==> src/hw/exec_pkg.sv <==
package exec_pkg;

  // ----------------------------------------------------------------
  // Timing
  // ----------------------------------------------------------------
  localparam int unsigned CLK_HZ = 125_000_000;
  localparam int unsigned INSTR_DIV = 4;          // Clocks per instruction cycle
  localparam int unsigned JUMP_CYCLES = 2;        // Instruction cycles of a jump

  // ----------------------------------------------------------------
  // Register offsets (byte addresses)
  // ----------------------------------------------------------------
  localparam logic [7:0] OFS_INSTR = 8'h00;
  localparam logic [7:0] OFS_ACC = 8'h04;
  localparam logic [7:0] OFS_STATUS = 8'h08;
  localparam logic [7:0] OFS_PC = 8'h0C;
  localparam logic [7:0] OFS_LATCH = 8'h10;
  localparam logic [7:0] OFS_FADDR = 8'h14;
  localparam logic [7:0] OFS_FDATA = 8'h18;
  localparam logic [7:0] OFS_STATE = 8'h1C;

  // ----------------------------------------------------------------
  // Field positions and widths
  // ----------------------------------------------------------------
  localparam int unsigned STAT_SHIFT_OUT_BIT = 0;
  localparam int unsigned STAT_NULL_BIT = 1;
  localparam int unsigned STATE_BUSY_BIT = 0;
  localparam int unsigned PC_W = 15;
  localparam int unsigned LATCH_W = 7;
  localparam int unsigned JUMP_LIT_W = 11;
  localparam int unsigned LATCH_HI_MSB = 6;
  localparam int unsigned LATCH_HI_LSB = 3;
  localparam int unsigned FADDR_W = 7;
  localparam int unsigned TARGET_BIT = 7;

  // ----------------------------------------------------------------
  // Reset values
  // ----------------------------------------------------------------
  localparam logic [7:0] ACC_RST = 8'h00;
  localparam logic [14:0] PC_RST = 15'h0000;
  localparam logic [6:0] LATCH_RST = 7'h00;
  localparam logic [6:0] FADDR_RST = 7'h00;
  localparam logic [14:0] INSTR_RST = 15'h0000;

  // ----------------------------------------------------------------
  // Types
  // ----------------------------------------------------------------
  typedef enum logic [2:0] {
    OP_NONE = 3'h0,
    OP_UNCONDITIONAL_JUMP = 3'h1,
    OP_OR_LITERAL_INTO_ACCUMULATOR = 3'h2,
    OP_INCREMENT_FILE_REGISTER = 3'h3,
    OP_OR_ACCUMULATOR_WITH_FILE = 3'h4,
    OP_SHIFT_LEFT_FILE = 3'h5
  } op_t;

  typedef struct packed {
    op_t op;                        // [14:12]
    logic spare;                    // [11]
    logic [10:0] operand;           // [10:0]
  } instr_t;

  typedef struct packed {
    logic psel;
    logic penable;
    logic pwrite;
    logic [7:0] paddr;
    logic [31:0] pwdata;
  } apb_req_t;

  typedef struct packed {
    logic [31:0] prdata;
    logic pready;
    logic pslverr;
  } apb_rsp_t;

  typedef struct packed {
    logic [7:0] result;
    logic shift_out;
    logic null_flag;
    logic touches_shift;
    logic to_file;
  } alu_out_t;

endpackage

==> src/hw/exec_alu.sv <==
`timescale 1ns/1ps

module exec_alu (
  // Instruction
  input exec_pkg::instr_t instr,
  // Operands
  input wire logic [7:0] acc,
  input wire logic [7:0] fdata,
  // Result
  output exec_pkg::alu_out_t res
);
  import exec_pkg::*;

  // ----------------------------------------------------------------
  // Result, flags and destination
  // ----------------------------------------------------------------
  always_comb begin
    res = '0;
    res.to_file = instr.operand[TARGET_BIT];
    case (instr.op)
      OP_OR_LITERAL_INTO_ACCUMULATOR: begin
        res.result = acc | instr.operand[7:0];
        res.to_file = 1'b0;
      end
      OP_INCREMENT_FILE_REGISTER: begin
        res.result = fdata + 8'h01;
      end
      OP_OR_ACCUMULATOR_WITH_FILE: begin
        res.result = acc | fdata;
      end
      OP_SHIFT_LEFT_FILE: begin
        res.result = {fdata[6:0], 1'b0};
        res.shift_out = fdata[7];
        res.touches_shift = 1'b1;
      end
      default: begin
        res.to_file = 1'b0;
      end
    endcase
    res.null_flag = (res.result == 8'h00);
  end

endmodule // exec_alu

==> src/hw/exec_core.sv <==
// Overview of operation
// - Jump loads literal into PC bits 10:0
// - Jump takes PC bits 14:11 from latch 6:3
// - Jump takes two cycles, flags untouched
// - OR literal into accumulator, update null flag
// - Increment file register to chosen destination
// - OR accumulator with file register
// - Shift left, bit 7 to shift-out flag
// - Target bit picks accumulator or file
// - File address seven bits, target one bit
`timescale 1ns/1ps

module exec_core #(
  parameter int unsigned INSTR_DIV_P = exec_pkg::INSTR_DIV,
  parameter int unsigned FILE_DEPTH = 128
) (
  // Clock and reset
  input wire logic ref_clk,
  input wire logic sys_rst,
  // APB slave
  input exec_pkg::apb_req_t apb_req,
  output exec_pkg::apb_rsp_t apb_rsp,
  // Core state
  output logic [14:0] program_counter,
  output logic [7:0] accumulator,
  output logic exec_busy
);
  import exec_pkg::*;

  // ----------------------------------------------------------------
  // Elaboration checks
  // ----------------------------------------------------------------
  generate
    if (INSTR_DIV_P < 1 || INSTR_DIV_P > 255) begin : g_bad_div
      $error("INSTR_DIV_P must be 1 to 255");
    end
    if (FILE_DEPTH < 1 || FILE_DEPTH > 128) begin : g_bad_depth
      $error("FILE_DEPTH must be 1 to 128");
    end
  endgenerate

  typedef enum logic [2:0] {
    ST_IDLE = 3'b001,
    ST_EXECUTE = 3'b010,
    ST_JUMP_FLUSH = 3'b100
  } state_t;

  // ----------------------------------------------------------------
  // Storage
  // ----------------------------------------------------------------
  state_t state_q;
  instr_t instr_q;
  logic [7:0] acc_q;
  logic [14:0] pc_q;
  logic [6:0] latch_q;
  logic [6:0] faddr_q;
  logic shift_out_q;
  logic null_q;
  logic [7:0] div_q;
  logic [31:0] prdata_q;
  logic [7:0] file_q [FILE_DEPTH];

  logic cyc_en;
  logic busy;
  logic setup;
  logic access;
  logic mapped;
  logic wr_stall;
  logic wr_done;
  logic [6:0] exec_addr;
  logic [7:0] exec_fdata;
  logic [7:0] host_fdata;
  logic retire;
  alu_out_t alu;

  // ----------------------------------------------------------------
  // Instruction cycle divider
  // ----------------------------------------------------------------
  always_ff @(posedge ref_clk) begin
    if (sys_rst || div_q == 8'(INSTR_DIV_P - 1)) begin
      div_q <= 8'h00;
    end else begin
      div_q <= div_q + 8'h01;
    end
  end

  assign cyc_en = (div_q == 8'(INSTR_DIV_P - 1));
  assign busy = (state_q != ST_IDLE);
  assign exec_busy = busy;

  // ----------------------------------------------------------------
  // APB decode
  // ----------------------------------------------------------------
  assign setup = apb_req.psel && !apb_req.penable;
  assign access = apb_req.psel && apb_req.penable;
  assign mapped = (apb_req.paddr[1:0] == 2'b00) && (apb_req.paddr <= OFS_STATE);
  assign wr_stall = apb_req.pwrite && mapped && busy;  // Mapped writes wait for idle core
  assign wr_done = access && apb_req.pwrite && mapped && !busy;
  assign apb_rsp.pready = !wr_stall;
  assign apb_rsp.pslverr = access && !mapped;
  assign apb_rsp.prdata = prdata_q;

  // File reads for the bus and the executing instruction
  assign exec_addr = instr_q.operand[FADDR_W-1:0];
  assign exec_fdata = (32'(exec_addr) < FILE_DEPTH) ? file_q[exec_addr] : 8'h00;
  assign host_fdata = (32'(faddr_q) < FILE_DEPTH) ? file_q[faddr_q] : 8'h00;

  // Read data captured during setup
  always_ff @(posedge ref_clk) begin
    if (sys_rst) begin
      prdata_q <= 32'h00000000;
    end else if (setup) begin
      case (apb_req.paddr)
        OFS_INSTR: prdata_q <= {17'h00000, instr_q};
        OFS_ACC: prdata_q <= {24'h000000, acc_q};
        OFS_STATUS: prdata_q <= {30'h00000000, null_q, shift_out_q};
        OFS_PC: prdata_q <= {17'h00000, pc_q};
        OFS_LATCH: prdata_q <= {25'h0000000, latch_q};
        OFS_FADDR: prdata_q <= {25'h0000000, faddr_q};
        OFS_FDATA: prdata_q <= {24'h000000, host_fdata};
        OFS_STATE: prdata_q <= {31'h00000000, busy};
        default: prdata_q <= 32'h00000000;
      endcase
    end
  end

  // ----------------------------------------------------------------
  // Execution
  // ----------------------------------------------------------------
  exec_alu u_exec_alu (
    .instr(instr_q),
    .acc(acc_q),
    .fdata(exec_fdata),
    .res(alu)
  );

  assign retire = (state_q == ST_EXECUTE) && cyc_en;

  // Sequencer
  always_ff @(posedge ref_clk) begin
    if (sys_rst) begin
      state_q <= ST_IDLE;
    end else begin
      case (state_q)
        ST_IDLE: begin
          if (wr_done && apb_req.paddr == OFS_INSTR) begin
            state_q <= ST_EXECUTE;
          end
        end
        ST_EXECUTE: begin
          if (cyc_en) begin
            if (instr_q.op == OP_UNCONDITIONAL_JUMP) begin
              state_q <= ST_JUMP_FLUSH;
            end else begin
              state_q <= ST_IDLE;
            end
          end
        end
        ST_JUMP_FLUSH: begin
          if (cyc_en) begin
            state_q <= ST_IDLE;
          end
        end
        default: state_q <= ST_IDLE;
      endcase
    end
  end

  // Instruction register
  always_ff @(posedge ref_clk) begin
    if (sys_rst) begin
      instr_q <= INSTR_RST;
    end else if (wr_done && apb_req.paddr == OFS_INSTR) begin
      instr_q <= instr_t'(apb_req.pwdata[14:0]);
    end
  end

  // Program counter
  always_ff @(posedge ref_clk) begin
    if (sys_rst) begin
      pc_q <= PC_RST;
    end else if (retire) begin
      if (instr_q.op == OP_UNCONDITIONAL_JUMP) begin
        pc_q[JUMP_LIT_W-1:0] <= instr_q.operand;
        pc_q[PC_W-1:JUMP_LIT_W] <= latch_q[LATCH_HI_MSB:LATCH_HI_LSB];
      end else begin
        pc_q <= pc_q + 15'h0001;
      end
    end else if (wr_done && apb_req.paddr == OFS_PC) begin
      pc_q <= apb_req.pwdata[14:0];
    end
  end

  // High address latch
  always_ff @(posedge ref_clk) begin
    if (sys_rst) begin
      latch_q <= LATCH_RST;
    end else if (wr_done && apb_req.paddr == OFS_LATCH) begin
      latch_q <= apb_req.pwdata[6:0];
    end
  end

  // Accumulator
  always_ff @(posedge ref_clk) begin
    if (sys_rst) begin
      acc_q <= ACC_RST;
    end else if (retire && instr_q.op != OP_UNCONDITIONAL_JUMP && instr_q.op != OP_NONE
                 && !alu.to_file) begin
      acc_q <= alu.result;
    end else if (wr_done && apb_req.paddr == OFS_ACC) begin
      acc_q <= apb_req.pwdata[7:0];
    end
  end

  // Result flags; execution wins over a bus write
  always_ff @(posedge ref_clk) begin
    if (sys_rst) begin
      shift_out_q <= 1'b0;
      null_q <= 1'b0;
    end else if (retire && instr_q.op != OP_UNCONDITIONAL_JUMP
                 && instr_q.op != OP_NONE) begin
      null_q <= alu.null_flag;
      if (alu.touches_shift) begin
        shift_out_q <= alu.shift_out;
      end
    end else if (wr_done && apb_req.paddr == OFS_STATUS) begin
      shift_out_q <= apb_req.pwdata[STAT_SHIFT_OUT_BIT];
      null_q <= apb_req.pwdata[STAT_NULL_BIT];
    end
  end

  // File address pointer for bus access
  always_ff @(posedge ref_clk) begin
    if (sys_rst) begin
      faddr_q <= FADDR_RST;
    end else if (wr_done && apb_req.paddr == OFS_FADDR) begin
      faddr_q <= apb_req.pwdata[6:0];
    end
  end

  // File registers
  always_ff @(posedge ref_clk) begin
    if (retire && alu.to_file && 32'(exec_addr) < FILE_DEPTH) begin
      file_q[exec_addr] <= alu.result;
    end else if (wr_done && apb_req.paddr == OFS_FDATA && 32'(faddr_q) < FILE_DEPTH) begin
      file_q[faddr_q] <= apb_req.pwdata[7:0];
    end
  end

  assign program_counter = pc_q;
  assign accumulator = acc_q;

endmodule // exec_core

==> config.mk <==
export PLATFORM = sky130hd
export DESIGN_NAME = exec_core
export DESIGN_NICKNAME = d
export VERILOG_FILES = /design/src/hw/exec_pkg.sv /design/src/hw/exec_alu.sv /design/src/hw/exec_core.sv
export SDC_FILE = /design/constraint.sdc
export NUM_CORES = 2
export LEC_CHECK = 0
export ABC_AREA = 0
export BUFFER_PORTS_ARGS = -buffer_cell sky130_fd_sc_hd__buf_2
export CORE_AREA = 8 8 353 355
export CTS_CLUSTER_DIAMETER = 120
export DETAILED_ROUTE_END_ITERATION = 8
export DIE_AREA = 0 0 361 363
export GPL_TIMING_DRIVEN = 0
export PLACE_DENSITY = 0.71
export SLEW_MARGIN = 20
export SYNTH_ARGS = -nofsm -noshare
export SYNTH_HDL_FRONTEND = slang
export SYNTH_HIERARCHICAL = 1
export SYNTH_SLANG_ARGS = --single-unit
==> constraint.sdc <==
create_clock -name ref_clk -period 6.3 [get_ports ref_clk]
set_clock_uncertainty 0.05 [all_clocks]
set_input_delay 0.63 -clock ref_clk [delete_from_list [all_inputs] [get_ports ref_clk]]
set_output_delay 0.63 -clock ref_clk [all_outputs]
set_load 0.1 [all_outputs]
==> results.toml <==
[run_status]
run_status = "completed"

[clock_network]
cts.sink_count = 1118
cts_root_buf = "clkbuf_16"
cts_tree = "built"
cts_made_buffers = 109
cts_max_path_buffers = 3
clk_pin_slew_ns = 0.07
post-cts-setup-buffer-count = 0
level_count_of_the_clock_h_tree = 3
post_cts_hold_buffer_count = 0
clkLatencyLatePin_ns = 0.72

[global_routing]
grt_max_degree = 113
first_pass_grt_wire_length_um = 257000
grt_remaining_overflow = 0
first_global_vias = 33500
grt_antenna_before_repair = 8
grt_use_total = 0.275

[worst_setup_path]
worst_setup_start_kind = "flip-flop"
reg2reg_slack_ns = 0.07
crit_chain = "clkbuf_2 -> clkbuf_2 -> clkbuf_1 -> mux4_2 -> mux2i_1 -> o22ai_1 -> a211oi_1 -> a211oi_1 -> ha_1 -> nand4_1 -> o2111a_1 -> a21oi_1 -> nand2_1 -> mux2_8 -> buf_16"
r2r-end = "file_q[66][6]$_DFFE_PP_"
worst-path-max-fanout = 92
worst_setup_path_end_kind = "flip-flop"
cp.arrival_ns = 6.54
timing.setup.critical_path_class = "reg -> reg"
worst_path_max_stage_delay_ns = 0.78
critical_path.top_delay_family = "buffers and inverters"
worst-endpoint-required_ns = 6.61
worst-r2r-cell-count = 15
worst_path_max_delay_cell = "a211oi_1"
worst-path-buf-inv = 4

[floorplan]
die-height_um = 363
num_rows = 127
die_area_mm2 = 0.131
die_w_um = 361
fp.coreArea_mm2 = 0.119
io_pins = 103
initial_core_util = 0.446

[layout]
flow.area_growth_from_synthesis_pct = 11.9
most_common_cell_after_layout_fill_and_taps_aside = "edfxtp_1"
layout.cells.non_filler = 4985
most-common-layout-cells = "1,024 x edfxtp_1, 462 x mux4_2, 296 x mux2i_1"
finish.utilization = 0.499
layout-drive-gt1-share = 0.249
nNetsFinal = 3391

[hold_path]
hold_path_depth = 3
worst_hold_path_type = "in -> reg"
hold_start = "apb_req[8]"
hold_end = "instr_q[8]$_SDFFE_PP0N_"

[yosys]
synth_warnings = 6
syn-instance-count = 3141
synth.avg_cell_area_um2 = 16.9
post_synth_num_cell_types = 81
post_synthesis_async_set_or_reset_flop_share = 0
ys_ff_latch = 1118
synth-edff-count = 1024
ys.flop_type = "edfxtp_1"
syn-cell-area_mm2 = 0.0530
ys_seq_area_frac = 0.615

[sta]
layout_setup_ws_ns = 0.0715
tightestPinTransition_ns = 1.33
minimum_clock_period_after_layout_ns = 6.23
slew_headroom = 0.109
finalMaxSlewViolations = 0
post-route-period-util = 0.989
timing_hold_violations_final = 0
setup_viol = 0
rsz0062_at_grt = "no"
fmax_mhz = 161

[drt]
routed_wl_um = 186000
detail_route.wl_per_cell_um = 37.3
detailedRoute.firstIterationViolations = 6119
first_pass_iters = 6
drt.antenna.violating_nets = 0
via_per_inst = 7.03
remaining_drc_errors = 0
detailroute.via_count = 35000

[flow_run]
timing.max_cap.violations = 0

[pwr]
max-vdd-ir-drop_v = 0.000211
static-leakage-power_uw = 0.0197
power_per_cell_area_mw_per_mm2 = 249

[place]
hpwl_um = 131000
gp_congestion = 1.01
placedCellCount = 4780
pre_cts_setup_slack_ns = -0.604
port_buffers = 67
==> how the worst max path moves through the flow <==
stage          startpoint                      end  slack (ns)  depth (start not counted)
2_1_floorplan   flip-flop   file_q[0][7]$_DFFE_PP_        1.78                         13
3_3_place_gp    flip-flop  file_q[24][4]$_DFFE_PP_       -2.03                         14
3_5_place_dp    flip-flop  file_q[81][6]$_DFFE_PP_       -0.60                         15
4_1_cts         flip-flop  file_q[67][6]$_DFFE_PP_        0.02                         15
5_1_grt         flip-flop  file_q[24][7]$_DFFE_PP_        0.12                         14
6_report        flip-flop  file_q[66][6]$_DFFE_PP_        0.07                         15
==> tightest hold or removal path, stage by stage <==
cell and delay [ns]:
buf_2 0.10, nand2_1 0.05, a21oi_1 0.05
==> state kept, by name (all words and copies together), names as in the netlist, named ones only <==
| signal | cells |
|---|---|
| accumulator | 8 |
| div_q | 8 |
| exec_addr | 7 |
| faddr_q | 7 |
| file_q | 1024 |
| instr_q | 8 |
| latch_q | 7 |
| null_q | 1 |
| prdata_q | 15 |
| program_counter | 15 |
| shift_out_q | 1 |
| state_q | 3 |
==> repair_timing <==
action / 4_1_cts / 5_1_grt
setup endpoints to repair: 907 / 516
pin swaps: 0 / 0
hold endpoints to repair: 0 / 0
resized for setup: 4 / 10
==> layout make-up <==
class	instances	area, um^2
sequential	1118	32600
inverter	18	67.6
fill	9648	59700
clock inverter	70	674
clock buffer	133	2900
antenna	2	5.00
buffer	242	1140
timing repair buffer	75	556
tap	1548	1940
multi-input combinational	1779	19400
==> Yosys cell counts, types with 7 or more instances <==
cell / number / area, um^2
mux4_2: 462 / 10400
nand3_1: 69 / 345
mux2_2: 12 / 135
nor2_1: 217 / 815
a22oi_1: 114 / 856
buf_1: 26 / 97.6
nand2b_1: 11 / 68.8
nand4_1: 26 / 163
buf_4: 20 / 150
buf_2: 81 / 405
nor2b_1: 24 / 150
a22o_1: 8 / 70.1
o221ai_1: 7 / 61.3
mux2i_1: 299 / 2990
a211oi_1: 71 / 533
and2_1: 12 / 75.1
nand3b_1: 8 / 60.1
edfxtp_1: 1024 / 30700
xor2_1: 17 / 149
inv_1: 17 / 63.8
a21oi_1: 57 / 285
a32oi_1: 7 / 61.3
and3_1: 12 / 75.1
clkbuf_1: 112 / 420
nor3_1: 11 / 55.1
o22ai_1: 59 / 369
dfxtp_1: 94 / 1880
o21ai_0: 19 / 95.1
nand2_1: 143 / 537
==> cell families (layout without fill, tap and decap cells) <==
logic type | count (synthesis) | in the layout | share of synthesized area
buffers and inverters | 260 | 538 | 0.0222
AOI/OAI and AO/OA | 394 | 394 | 0.0528
xor gates and xnor gates | 23 | 23 | 0.00380
and+or+nand+nor | 569 | 569 | 0.0499
DFF | 1118 | 1118 | 0.615
adders and majority gates | 3 | 3 | 0.000708
muxes | 773 | 773 | 0.255
other | 1 | 19 | 0.0000707
==> stage by stage <==
step	area, um^2	hold WS (ns)	TNS (ns)	total power [uW]
2_1_floorplan	53100	0.376	0	8220
3_3_place_gp	55400	0.393	-1813.66	8260
3_5_place_dp	55700	0.398	-299.37	8260
4_1_cts	59300	0.101	0	14700
5_1_grt	59300	0.143	0	15000
6_report	59300	0.120	0	14800
==> power breakdown <==
part           internal [uW]  switching [uW]  total (uW)
registers               7970            2.13        7970
logic                   27.3             101         128
clock network           3730            2930        6670
==> layer usage <==
metal	vias to the layer above	track usage	share of wire	routed length, um
li1	13400	-	-	-
met1	17800	0.353	0.34	63000
met2	3231	0.402	0.43	79400
met3	649	0.0961	0.16	29600
met4	8	0.166	0.075	14000
met5	-	0	0.00030	56
Note: power is estimated with default switching activity, not from simulation.
